==> src/adcoc_defines.vh <==
// Purpose: constants of the converter output and clock control block
// Assumes: 7-bit register address space reached over the three-wire serial port
// Notes: definitions only
`ifndef ADCOC_DEFINES_VH
`define ADCOC_DEFINES_VH

`define ADCOC_ADDR_PD 7'h02
`define ADCOC_ADDR_TIMING 7'h03
`define ADCOC_ADDR_IMP_A 7'h04
`define ADCOC_ADDR_IMP_B 7'h05
`define ADCOC_ADDR_DIVFMT 7'h06
`define ADCOC_ADDR_RSVD 7'h07
`define ADCOC_ADDR_CMODE 7'h08
`define ADCOC_ADDR_SWRST 7'h0A

`define ADCOC_RST_PD 4'h0
`define ADCOC_RST_TIMING 8'h6D
`define ADCOC_RST_IMP 6'h00
`define ADCOC_RST_DIVFMT 8'h00
`define ADCOC_RST_CMODE 8'h00
`define ADCOC_SWRST_CODE 8'h5A
`define ADCOC_STATUS_BYTE 8'h15

`define ADCOC_PD_STATE_LSB 2
`define ADCOC_PD_RANGE_OFF 1
`define ADCOC_PD_CLK_OFF 0
`define ADCOC_TM_SKIP 7
`define ADCOC_TM_HALF 6
`define ADCOC_TM_CLK_LSB 3
`define ADCOC_TM_DATA_LSB 0
`define ADCOC_IMP_CLK_LSB 3
`define ADCOC_IMP_DATA_LSB 0
`define ADCOC_DF_PATTERN 7
`define ADCOC_DF_TEST 6
`define ADCOC_DF_FMT_LSB 4
`define ADCOC_DF_TERM 3
`define ADCOC_DF_SYNC 2
`define ADCOC_DF_DIV_LSB 0

`define ADCOC_FMT_OFFSET 2'h1
`define ADCOC_FMT_GRAY 2'h2
`define ADCOC_DIV_2 2'h1
`define ADCOC_DIV_4 2'h2

`define ADCOC_LATENCY 9
`define ADCOC_SYNC_EDGE 2'h2
`define ADCOC_HALF_STEPS 5'h08
`define ADCOC_CLK_LEAD 5'h02
`define ADCOC_PAT_HI 8'h55
`define ADCOC_PAT_LO 8'hAA

`endif

==> src/adcoc_fifo.v <==
// Purpose: sample buffer between the latency pipeline and the output stage
// Assumes: single clock, synchronous flags
// Notes: honest full and empty; drain side may stall
`timescale 1ns/1ps
`default_nettype none
module adcoc_fifo #(
  parameter WIDTH = 17,
  parameter DEPTH = 16,
  parameter AW = 4
) (
  input wire clk_i,
  input wire nrst_i,
  input wire [WIDTH-1:0] in_data_i,
  input wire in_valid_i,
  output wire in_ready_o,
  output reg [WIDTH-1:0] out_data_o,
  output wire out_valid_o,
  input wire out_ready_i
);
  reg [WIDTH-1:0] mem [0:DEPTH-1];
  reg [AW-1:0] wr_ff;
  reg [AW-1:0] rd_ff;
  reg [AW:0] cnt_ff;
  wire push;
  wire pop;

  assign in_ready_o = (cnt_ff != DEPTH[AW:0]);
  assign out_valid_o = (cnt_ff != {(AW+1){1'b0}});
  assign push = in_valid_i & in_ready_o;
  assign pop = out_valid_o & out_ready_i;

  always @(posedge clk_i) begin
    if (push) begin
      mem[wr_ff] <= in_data_i;
    end
  end

  always @* begin
    out_data_o = mem[rd_ff];
  end

  always @(posedge clk_i or negedge nrst_i) begin
    if (!nrst_i) begin
      wr_ff <= {AW{1'b0}};
      rd_ff <= {AW{1'b0}};
      cnt_ff <= {(AW+1){1'b0}};
    end else begin
      if (push) begin
        wr_ff <= wr_ff + 1'b1;
      end
      if (pop) begin
        rd_ff <= rd_ff + 1'b1;
      end
      if (push & ~pop) begin
        cnt_ff <= cnt_ff + 1'b1;
      end else if (pop & ~push) begin
        cnt_ff <= cnt_ff - 1'b1;
      end
    end
  end
endmodule
`default_nettype wire

==> src/adcoc_top.v <==
// Purpose: register file, clock divider, test data, formatting and output drivers
// Assumes: all inputs synchronous to clk_i; serial clock far slower than clk_i
// Notes: sub-cycle timing trims leave as codes and step counts for the analog delay line
`timescale 1ns/1ps
`default_nettype none
`include "adcoc_defines.vh"
module adcoc_top #(
  parameter LATENCY = `ADCOC_LATENCY,
  parameter FIFO_DEPTH = 16
) (
  input wire clk_i,
  input wire nrst_i,
  input wire cs_n_i,
  input wire sclk_i,
  input wire sdio_i,
  output reg sdio_o,
  output reg sdio_oe_o,
  input wire sync_i,
  input wire powerdown_i,
  input wire single_bus_select_i,
  input wire [7:0] sample_a_i,
  input wire [7:0] sample_b_i,
  input wire range_a_i,
  input wire range_b_i,
  input wire out_ready_i,
  output wire sample_tick_o,
  output reg [7:0] data_a_o,
  output wire data_a_oe_o,
  output reg [7:0] data_b_o,
  output wire data_b_oe_o,
  output reg out_of_range_flag_o,
  output wire out_of_range_flag_oe_o,
  output reg forwarded_output_clock_o,
  output wire forwarded_output_clock_oe_o,
  output wire aligner_skip_o,
  output wire [4:0] data_delay_steps_o,
  output wire [4:0] fwd_clock_delay_steps_o,
  output wire [4:0] data_impedance_sel_a_o,
  output wire [4:0] fwd_clock_impedance_sel_a_o,
  output wire [4:0] data_impedance_sel_b_o,
  output wire [4:0] fwd_clock_impedance_sel_b_o,
  output wire clock_term_o,
  output wire [7:0] common_level_ctrl_o
);
  localparam ST_IDLE = 2'd0;
  localparam ST_SHIFT = 2'd1;
  localparam ST_DONE = 2'd2;
  localparam W = 17;

  // signed step count in sixteenths of a period; 100 never arrives
  function [4:0] delay_steps;
    input [2:0] code;
    begin
      delay_steps = code[2] ? (5'h00 - {3'b000, code[1:0]}) : {3'b000, code[1:0]};
    end
  endfunction

  // one-hot leg select: 50, 75, 100, 150, 300 ohm
  function [4:0] imp_sel;
    input [2:0] code;
    begin
      if (code[2]) begin
        imp_sel = 5'h10;
      end else begin
        imp_sel = 5'h01 << code[1:0];
      end
    end
  endfunction

  function [7:0] fmt;
    input [7:0] ob;
    input [1:0] mode;
    begin
      if (mode == `ADCOC_FMT_OFFSET) begin
        fmt = ob;
      end else if (mode == `ADCOC_FMT_GRAY) begin
        fmt = ob ^ {1'b0, ob[7:1]};
      end else begin
        fmt = {~ob[7], ob[6:0]};
      end
    end
  endfunction

  // control registers
  reg [3:0] pd_ff;
  reg [7:0] timing_ff;
  reg [5:0] imp_a_ff;
  reg [5:0] imp_b_ff;
  reg [7:0] divfmt_ff;
  reg [7:0] cmode_ff;

  // serial port
  reg [1:0] sp_state_ff;
  reg [4:0] bit_cnt_ff;
  reg [15:0] shift_ff;
  reg [7:0] rd_shift_ff;
  reg sclk_prev_ff;
  reg is_read_ff;
  wire sclk_rise;
  wire sclk_fall;
  reg [7:0] rd_val;

  assign sclk_rise = sclk_i & ~sclk_prev_ff;
  assign sclk_fall = ~sclk_i & sclk_prev_ff;

  always @* begin
    rd_val = 8'h00;
    if (shift_ff[6:0] == `ADCOC_ADDR_PD) begin
      rd_val = {4'h0, pd_ff};
    end else if (shift_ff[6:0] == `ADCOC_ADDR_TIMING) begin
      rd_val = timing_ff;
    end else if (shift_ff[6:0] == `ADCOC_ADDR_IMP_A) begin
      rd_val = {2'b00, imp_a_ff};
    end else if (shift_ff[6:0] == `ADCOC_ADDR_IMP_B) begin
      rd_val = {2'b00, imp_b_ff};
    end else if (shift_ff[6:0] == `ADCOC_ADDR_DIVFMT) begin
      rd_val = divfmt_ff;
    end else if (shift_ff[6:0] == `ADCOC_ADDR_CMODE) begin
      rd_val = cmode_ff;
    end else if (shift_ff[6:0] == `ADCOC_ADDR_SWRST) begin
      rd_val = `ADCOC_STATUS_BYTE;
    end
  end

  always @(posedge clk_i or negedge nrst_i) begin
    if (!nrst_i) begin
      sp_state_ff <= ST_IDLE;
      bit_cnt_ff <= 5'h00;
      shift_ff <= 16'h0000;
      rd_shift_ff <= 8'h00;
      sclk_prev_ff <= 1'b0;
      is_read_ff <= 1'b0;
      sdio_o <= 1'b0;
      sdio_oe_o <= 1'b0;
      pd_ff <= `ADCOC_RST_PD;
      timing_ff <= `ADCOC_RST_TIMING;
      imp_a_ff <= `ADCOC_RST_IMP;
      imp_b_ff <= `ADCOC_RST_IMP;
      divfmt_ff <= `ADCOC_RST_DIVFMT;
      cmode_ff <= `ADCOC_RST_CMODE;
    end else begin
      sclk_prev_ff <= sclk_i;
      if (cs_n_i) begin
        sp_state_ff <= ST_IDLE;
        bit_cnt_ff <= 5'h00;
        sdio_oe_o <= 1'b0;
      end else begin
        case (sp_state_ff)
          ST_IDLE: begin
            sp_state_ff <= ST_SHIFT;
            bit_cnt_ff <= 5'h00;
          end
          ST_SHIFT: begin
            if (sclk_rise) begin
              shift_ff <= {shift_ff[14:0], sdio_i};
              bit_cnt_ff <= bit_cnt_ff + 5'h01;
              if (bit_cnt_ff == 5'h00) begin
                is_read_ff <= sdio_i;
              end
              if (bit_cnt_ff == 5'h0F) begin
                sp_state_ff <= ST_DONE;
                if (!is_read_ff) begin
                  if (shift_ff[13:7] == `ADCOC_ADDR_PD) begin
                    pd_ff <= {shift_ff[2:0], sdio_i};
                  end else if (shift_ff[13:7] == `ADCOC_ADDR_TIMING) begin
                    timing_ff <= {shift_ff[6:0], sdio_i};
                  end else if (shift_ff[13:7] == `ADCOC_ADDR_IMP_A) begin
                    imp_a_ff <= {shift_ff[4:0], sdio_i};
                  end else if (shift_ff[13:7] == `ADCOC_ADDR_IMP_B) begin
                    imp_b_ff <= {shift_ff[4:0], sdio_i};
                  end else if (shift_ff[13:7] == `ADCOC_ADDR_DIVFMT) begin
                    divfmt_ff <= {shift_ff[6:0], sdio_i};
                  end else if (shift_ff[13:7] == `ADCOC_ADDR_CMODE) begin
                    cmode_ff <= {shift_ff[6:0], sdio_i};
                  end else if (shift_ff[13:7] == `ADCOC_ADDR_SWRST &&
                               {shift_ff[6:0], sdio_i} == `ADCOC_SWRST_CODE) begin
                    pd_ff <= `ADCOC_RST_PD;
                    timing_ff <= `ADCOC_RST_TIMING;
                    imp_a_ff <= `ADCOC_RST_IMP;
                    imp_b_ff <= `ADCOC_RST_IMP;
                    divfmt_ff <= `ADCOC_RST_DIVFMT;
                    cmode_ff <= `ADCOC_RST_CMODE;
                  end
                end
              end
            end
            if (sclk_fall && is_read_ff && bit_cnt_ff == 5'h08 && !sdio_oe_o) begin
              sdio_oe_o <= 1'b1;
              sdio_o <= rd_val[7];
              rd_shift_ff <= {rd_val[6:0], 1'b0};
            end else if (sclk_fall && sdio_oe_o) begin
              sdio_o <= rd_shift_ff[7];
              rd_shift_ff <= {rd_shift_ff[6:0], 1'b0};
            end
          end
          default: begin
            if (sclk_fall) begin
              sdio_oe_o <= 1'b0;
            end
          end
        endcase
      end
    end
  end

  // clock divider with synchronisation
  reg [1:0] div_ff;
  reg [1:0] nxt_div;
  reg sync_prev_ff;
  reg [1:0] sync_cnt_ff;
  reg tick_ff;
  wire [1:0] div_sel;
  wire sync_act;
  wire div_clk_now;
  wire div_clk_nxt;

  assign div_sel = divfmt_ff[`ADCOC_DF_DIV_LSB+1:`ADCOC_DF_DIV_LSB];
  assign sync_act = (sync_cnt_ff == `ADCOC_SYNC_EDGE);
  assign div_clk_now = (div_sel == `ADCOC_DIV_4) ? div_ff[1] : div_ff[0];
  assign div_clk_nxt = (div_sel == `ADCOC_DIV_4) ? nxt_div[1] : nxt_div[0];

  always @* begin
    nxt_div = div_ff + 2'd1;
    if (div_sel == `ADCOC_DIV_2) begin
      nxt_div = {1'b0, ~div_ff[0]};
    end
    if (sync_act) begin
      if (divfmt_ff[`ADCOC_DF_SYNC]) begin
        nxt_div = 2'd0;
      end else begin
        nxt_div = div_ff;
      end
    end
  end

  always @(posedge clk_i or negedge nrst_i) begin
    if (!nrst_i) begin
      div_ff <= 2'd0;
      sync_prev_ff <= 1'b0;
      sync_cnt_ff <= 2'd0;
      tick_ff <= 1'b0;
    end else begin
      sync_prev_ff <= sync_i;
      if (sync_i & ~sync_prev_ff) begin
        sync_cnt_ff <= 2'd1;
      end else if (sync_cnt_ff != 2'd0) begin
        sync_cnt_ff <= (sync_act) ? 2'd0 : sync_cnt_ff + 2'd1;
      end
      div_ff <= nxt_div;
      if (div_sel == `ADCOC_DIV_2 || div_sel == `ADCOC_DIV_4) begin
        tick_ff <= ~div_clk_now & div_clk_nxt;
      end else begin
        tick_ff <= 1'b1;
      end
    end
  end
  assign sample_tick_o = tick_ff;

  // sample capture, test data and latency pipeline
  reg [7:0] ramp_ff;
  reg alt_ff;
  reg [W-1:0] pipe_ff [0:LATENCY-1];
  reg [LATENCY-1:0] pipe_vld_ff;
  reg [W-1:0] cap;
  wire [1:0] fmt_sel;
  wire fifo_in_ready;
  wire advance;

  assign fmt_sel = divfmt_ff[`ADCOC_DF_FMT_LSB+1:`ADCOC_DF_FMT_LSB];
  assign advance = tick_ff & (fifo_in_ready | ~pipe_vld_ff[LATENCY-1]);

  always @* begin
    cap = {range_a_i | range_b_i, fmt(sample_a_i, fmt_sel), fmt(sample_b_i, fmt_sel)};
    if (divfmt_ff[`ADCOC_DF_TEST]) begin
      if (divfmt_ff[`ADCOC_DF_PATTERN]) begin
        cap = alt_ff ? {1'b0, `ADCOC_PAT_LO, `ADCOC_PAT_LO} :
                       {1'b1, `ADCOC_PAT_HI, `ADCOC_PAT_HI};
      end else begin
        cap = {1'b0, fmt(ramp_ff, fmt_sel), fmt(ramp_ff, fmt_sel)};
      end
    end
  end

  always @(posedge clk_i or negedge nrst_i) begin
    if (!nrst_i) begin
      ramp_ff <= 8'h00;
      alt_ff <= 1'b0;
      pipe_vld_ff <= {LATENCY{1'b0}};
    end else if (advance) begin
      ramp_ff <= ramp_ff + 8'h01;
      alt_ff <= ~alt_ff;
      pipe_vld_ff <= {pipe_vld_ff[LATENCY-2:0], 1'b1};
    end
  end

  genvar gi;
  generate
    for (gi = 0; gi < LATENCY; gi = gi + 1) begin : g_pipe
      always @(posedge clk_i) begin
        if (advance) begin
          if (gi == 0) begin
            pipe_ff[gi] <= cap;
          end else begin
            pipe_ff[gi] <= pipe_ff[(gi == 0) ? 0 : gi-1];
          end
        end
      end
    end
  endgenerate

  wire [W-1:0] fifo_out;
  wire fifo_out_valid;
  reg mux_phase_ff;
  reg [7:0] held_b_ff;
  wire pop;
  wire [1:0] pd_state;

  adcoc_fifo #(
    .WIDTH(W),
    .DEPTH(FIFO_DEPTH),
    .AW(4)
  ) u_fifo (
    .clk_i(clk_i),
    .nrst_i(nrst_i),
    .in_data_i(pipe_ff[LATENCY-1]),
    .in_valid_i(advance & pipe_vld_ff[LATENCY-1]),
    .in_ready_o(fifo_in_ready),
    .out_data_o(fifo_out),
    .out_valid_o(fifo_out_valid),
    .out_ready_i(pop)
  );

  // output stage: forwarded clock is high in each cycle that shows a new word or the held channel b
  assign pop = fifo_out_valid & out_ready_i & ~mux_phase_ff;

  always @(posedge clk_i or negedge nrst_i) begin
    if (!nrst_i) begin
      data_a_o <= 8'h00;
      data_b_o <= 8'h00;
      out_of_range_flag_o <= 1'b0;
      forwarded_output_clock_o <= 1'b0;
      mux_phase_ff <= 1'b0;
      held_b_ff <= 8'h00;
    end else begin
      forwarded_output_clock_o <= pop | mux_phase_ff;
      mux_phase_ff <= 1'b0;
      if (pop) begin
        data_a_o <= fifo_out[15:8];
        data_b_o <= fifo_out[7:0];
        held_b_ff <= fifo_out[7:0];
        out_of_range_flag_o <= fifo_out[16];
        mux_phase_ff <= single_bus_select_i;
      end else if (mux_phase_ff) begin
        data_a_o <= held_b_ff;
      end
      if (powerdown_i && pd_state[0]) begin
        data_a_o <= {8{pd_state[1]}};
        data_b_o <= {8{pd_state[1]}};
      end
    end
  end

  // drivers and trims
  assign pd_state = pd_ff[`ADCOC_PD_STATE_LSB+1:`ADCOC_PD_STATE_LSB];
  assign data_a_oe_o = ~powerdown_i | pd_state[0];
  assign data_b_oe_o = (~powerdown_i & ~single_bus_select_i) | (powerdown_i & pd_state[0]);
  assign out_of_range_flag_oe_o = ~pd_ff[`ADCOC_PD_RANGE_OFF];
  assign forwarded_output_clock_oe_o = ~pd_ff[`ADCOC_PD_CLK_OFF];

  wire half_on;
  wire [4:0] half_add;
  assign half_on = timing_ff[`ADCOC_TM_HALF] & ~single_bus_select_i;
  assign half_add = half_on ? `ADCOC_HALF_STEPS : 5'h00;
  assign aligner_skip_o = timing_ff[`ADCOC_TM_SKIP];
  assign data_delay_steps_o =
    delay_steps(timing_ff[`ADCOC_TM_DATA_LSB+2:`ADCOC_TM_DATA_LSB]) + half_add;
  assign fwd_clock_delay_steps_o =
    delay_steps(timing_ff[`ADCOC_TM_CLK_LSB+2:`ADCOC_TM_CLK_LSB]) + half_add -
    `ADCOC_CLK_LEAD;
  assign data_impedance_sel_a_o = imp_sel(imp_a_ff[`ADCOC_IMP_DATA_LSB+2:`ADCOC_IMP_DATA_LSB]);
  assign fwd_clock_impedance_sel_a_o = imp_sel(imp_a_ff[`ADCOC_IMP_CLK_LSB+2:`ADCOC_IMP_CLK_LSB]);
  assign data_impedance_sel_b_o = imp_sel(imp_b_ff[`ADCOC_IMP_DATA_LSB+2:`ADCOC_IMP_DATA_LSB]);
  assign fwd_clock_impedance_sel_b_o = imp_sel(imp_b_ff[`ADCOC_IMP_CLK_LSB+2:`ADCOC_IMP_CLK_LSB]);
  assign clock_term_o = divfmt_ff[`ADCOC_DF_TERM];
  assign common_level_ctrl_o = cmode_ff;
endmodule
`default_nettype wire

==> config.mk <==
export PLATFORM = sky130hd
export DESIGN_NAME = adcoc_top
export DESIGN_NICKNAME = d
export VERILOG_FILES = /design/src/adcoc_fifo.v /design/src/adcoc_top.v
export VERILOG_INCLUDE_DIRS = /design/src
export SDC_FILE = /design/constraint.sdc
export NUM_CORES = 1
export LEC_CHECK = 0
export BUFFER_PORTS_ARGS = -buffer_cell sky130_fd_sc_hd__buf_4
export CORE_MARGIN = 5
export CORE_UTILIZATION = 57
export CTS_BUF_LIST = sky130_fd_sc_hd__clkbuf_8
export DETAILED_ROUTE_END_ITERATION = 7
export GPL_TIMING_DRIVEN = 0
export PLACE_DENSITY = 0.77
export SYNTH_ARGS = -nofsm -noshare
export SYNTH_HDL_FRONTEND = slang
export SYNTH_HIERARCHICAL = 1
export SYNTH_SLANG_ARGS = --single-unit
==> constraint.sdc <==
create_clock -name clk_i -period 11.1 [get_ports clk_i]
set_input_delay 1.11 -clock clk_i [delete_from_list [all_inputs] [get_ports clk_i]]
set_output_delay 1.11 -clock clk_i [all_outputs]
set_load 0.005 [all_outputs]
==> flow_metrics.tcl <==
set metrics [dict create \
    status "finished, final reports clean" \
    fp.dieArea_um2 43000 \
    ys_ff_latch 561 \
    instances_no_fill 2151 \
    die_x_um 207 \
    rsz0062_at_grt "false" \
    r2r_cells 15 \
    max_freq_ghz 0.228 \
    globalplace.congestion 0.910 \
    crit_path_end_kind "register" \
    ir_drop_uv 132 \
    finalPower_w 0.00649 \
    min_to "sync_cnt_ff[0]" \
    ctsResizeCount 0 \
    synth_mux_area_share_pct 7.65 \
    cp.required_ns 11.64 \
    critical_path_class "register to register" \
    grt_pass1_wl_um 70200 \
    cts.sinks 561 \
    path_max_fanout 12 \
    h-tree-depth 3 \
    final_core_util_pct 65.9 \
    drc 0 \
    worstReg2RegStart "u_fifo/cnt_ff[1]" \
    hold_buffers 0 \
    post_cts_buffers 0 \
    drtAntennaViolNets 0 \
    grt_pass1_vias 12849 \
    ys_seq_area_share_pct 72.8 \
    clk_path_buf_depth 3 \
    min_from "sync_prev_ff" \
    finalWirelength_um 43900 \
    drv_slew 0 \
    port_buffers 90 \
    nets 1614 \
    power_density_nw_per_um2 255 \
    r2r_slack_ns 6.72 \
    skew_ns 0.0241 \
    cts_buffers 85 \
    period_share_pct 39.5 \
    slew_headroom_pct 23.5 \
    syn_nets 1421 \
    via_per_inst 5.87 \
    clkLatencyLatePin_ns 0.63 \
    tightest_slew_ns 1.14 \
    tritoncts "done" \
    die_h_um 207 \
    drv_cap 0 \
    drtIter0Drc 1006 \
    synth_adder_area_share_pct 1.39 \
    syn2layout_area_growth_pct 14.4 \
    preCtsSetupSlack_ns 6.72 \
    grt_max_degree 78 \
    synth_top_flop_cell "edfxtp_1" \
    syn_area_per_cell_um2 16.2 \
    rows 72 \
    final.min_clock_period_ns 4.38 \
    yosys_warnings 6 \
    setup_viol 0 \
    async_flop_share_pct 24.2 \
    synth-compound-area-share_pct 7.86 \
    layout-drive-gt1-share_pct 20.3 \
    netlist_area_um2 22200 \
    worst_ep_arrival_time_ns 4.92 \
    hold_violations 0 \
    wl_per_cell_um 20.4 \
    setup.worst_path.start "u_fifo/cnt_ff[1]" \
    root_buffer "clkbuf_8" \
    r2r-end "u_fifo/cnt_ff[4]" \
    clk_pin_slew_ns 0.06 \
    start_util_pct 57.6 \
    synth_edf_count 425 \
    dp.cells 1994 \
    num_io_pins 92 \
    synth-simple-area-share_pct 6.57 \
    synthesis.instances 1370 \
    yosysUniqueCellTypes 73 \
    core_region_area_um2 38600 \
    diodes 0 \
    vias 12626 \
    synthXorXnorAreaFrac_pct 1.54 \
    grt-ovfl-total 0 \
    grt_util_all_layers_pct 20.4 \
    p_leak_nw 9.77 \
    dp_hpwl_um 29900 \
    antenna_found_initial 0 \
    hp-class "register to register" \
    whs_path_depth 1 \
    tns_ns 0 \
    firstDrtPassIters 6 \
    synth_top_family_by_area "compound AO/OA/AOI/OAI gates" \
    setup_slack_ns 6.72 \
    crit_path_start_kind "register" \
]
-- per-layer routing --
metal / part of all wire, % / global-route usage, % / wire (µm) / vias up
met2: 49 / 32.9 / 21500 / 432
li1: - / - / - / 5717
met1: 41 / 27.2 / 18100 / 6377
met4: 4.1 / 9.05 / 1780 / 0
met5: 0 / 0 / 0 / -
met3: 5.8 / 4.22 / 2560 / 100
-- layout by cell type, fill, tap and decap left out, types with 5 or more instances in the layout --
cell        n
and3b_1     6
buf_6      11
buf_8       9
nor3_1      9
mux4_2     34
buf_2       8
o22ai_1    17
nand3_1    10
clkinv_2    7
a22o_1     34
dfstp_2     5
a22oi_1    21
a21o_1     12
clkbuf_1   36
nor2_2     13
a21oi_1    17
a31oi_1    10
o21ai_1     9
ha_1       23
nor2b_1    16
nor3_2      6
nor2_1     25
a211oi_1    6
inv_1      65
mux2i_1    74
edfxtp_1  425
nor3b_1    12
dfrtp_1   131
buf_4     103
o21ai_0    44
mux2_2     17
clkbuf_8   90
xnor2_1    22
nand2b_1   14
a311oi_1   12
clkinv_1   14
xor2_1     17
a221oi_1   38
nand2_1   139
-- metrics by stage --
step / hold WS, ns / cell area [µm²]
after floorplan: 0.389 / 22200
after global placement: 0.400 / 23500
after detailed placement: 0.399 / 23800
after CTS: 0.405 / 25400
after global routing: 0.417 / 25400
final: 0.407 / 25400
-- cell families (layout without fill, tap and decap cells) --
family | after synthesis | count (layout)
xor+xnor | 39 | 39
buf+inv | 93 | 356
compound gates | 242 | 242
flops | 561 | 561
mux | 125 | 125
simple gates | 286 | 286
fa+ha+maj | 24 | 24
-- critical path: stages (launching register included) --
cell and delay [ns]:
dfrtp_1 0.43, nor4_2 0.46, nand2b_1 0.31, nand2_1 0.17, or2_2 0.12, clkbuf_1 0.33, clkinv_1 0.32, clkbuf_1 0.38
nand2_1 0.25, ha_1 0.20, inv_1 0.12, fa_1 0.47, a21o_1 0.19, a21oi_1 0.16, mux2i_1 0.23, xnor2_1 0.14
-- registers in the layout, indices dropped and copies added (netlist names), 8 cells and up --
name / flops
shift_ff: 14
common_level_ctrl_o: 8
data_a_o: 8
timing_ff: 8
ramp_ff: 8
divfmt_ff: 8
pipe_vld_ff: 9
held_b_ff: 8
pipe_ff: 153
u_fifo/mem: 272
data_b_o: 8
-- cell type report --
| class | instances | area (µm²) |
|---|---|---|
| Sequential cell | 561 | 16200 |
| Fill cell | 2619 | 13100 |
| Multi-Input combinational cell | 716 | 5600 |
| Clock buffer | 90 | 1240 |
| Timing Repair Buffer | 106 | 935 |
| Tap cell | 518 | 648 |
| Buffer | 69 | 394 |
| Clock inverter | 67 | 334 |
| Inverter | 24 | 90.1 |
-- worst max-delay path by stage --
stage                       endpoint  slack (ns)  cells after the start
global placement      pipe_vld_ff[8]        3.85                      6
floorplan             pipe_vld_ff[8]        5.32                      6
global route        u_fifo/cnt_ff[4]        6.34                     15
CTS                 u_fifo/cnt_ff[4]        6.69                     15
detailed placement  u_fifo/cnt_ff[4]        6.72                     15
finish              u_fifo/cnt_ff[4]        6.72                     15
-- cell usage after synthesis, types with 12 or more instances --
cell type / instances / area [µm²]
a311oi_1: 12 / 105
buf_4: 13 / 97.6
nor2b_1: 16 / 100
o21ai_0: 44 / 220
xnor2_1: 22 / 193
nand2b_1: 14 / 87.6
a21oi_1: 17 / 85.1
nand2_1: 139 / 522
a221oi_1: 38 / 333
inv_1: 22 / 82.6
xor2_1: 17 / 149
nor3_1: 13 / 65.1
a22oi_1: 21 / 158
nor2_1: 36 / 135
mux4_2: 34 / 766
ha_1: 23 / 288
mux2_2: 17 / 191
dfrtp_1: 131 / 3280
clkbuf_1: 37 / 139
mux2i_1: 74 / 741
o22ai_1: 17 / 106
a22o_1: 34 / 298
a21o_1: 12 / 90.1
edfxtp_1: 425 / 12800
nor3b_1: 12 / 90.1
-- where the power goes --
group          internal, W  total (W)  switching (W)  leakage (nW)
logic             0.000651    0.00162       0.000973          3.04
clock network     0.000798    0.00154       0.000744         0.962
registers          0.00302    0.00332       0.000298          5.78
Power figures use the tool's default switching activity.
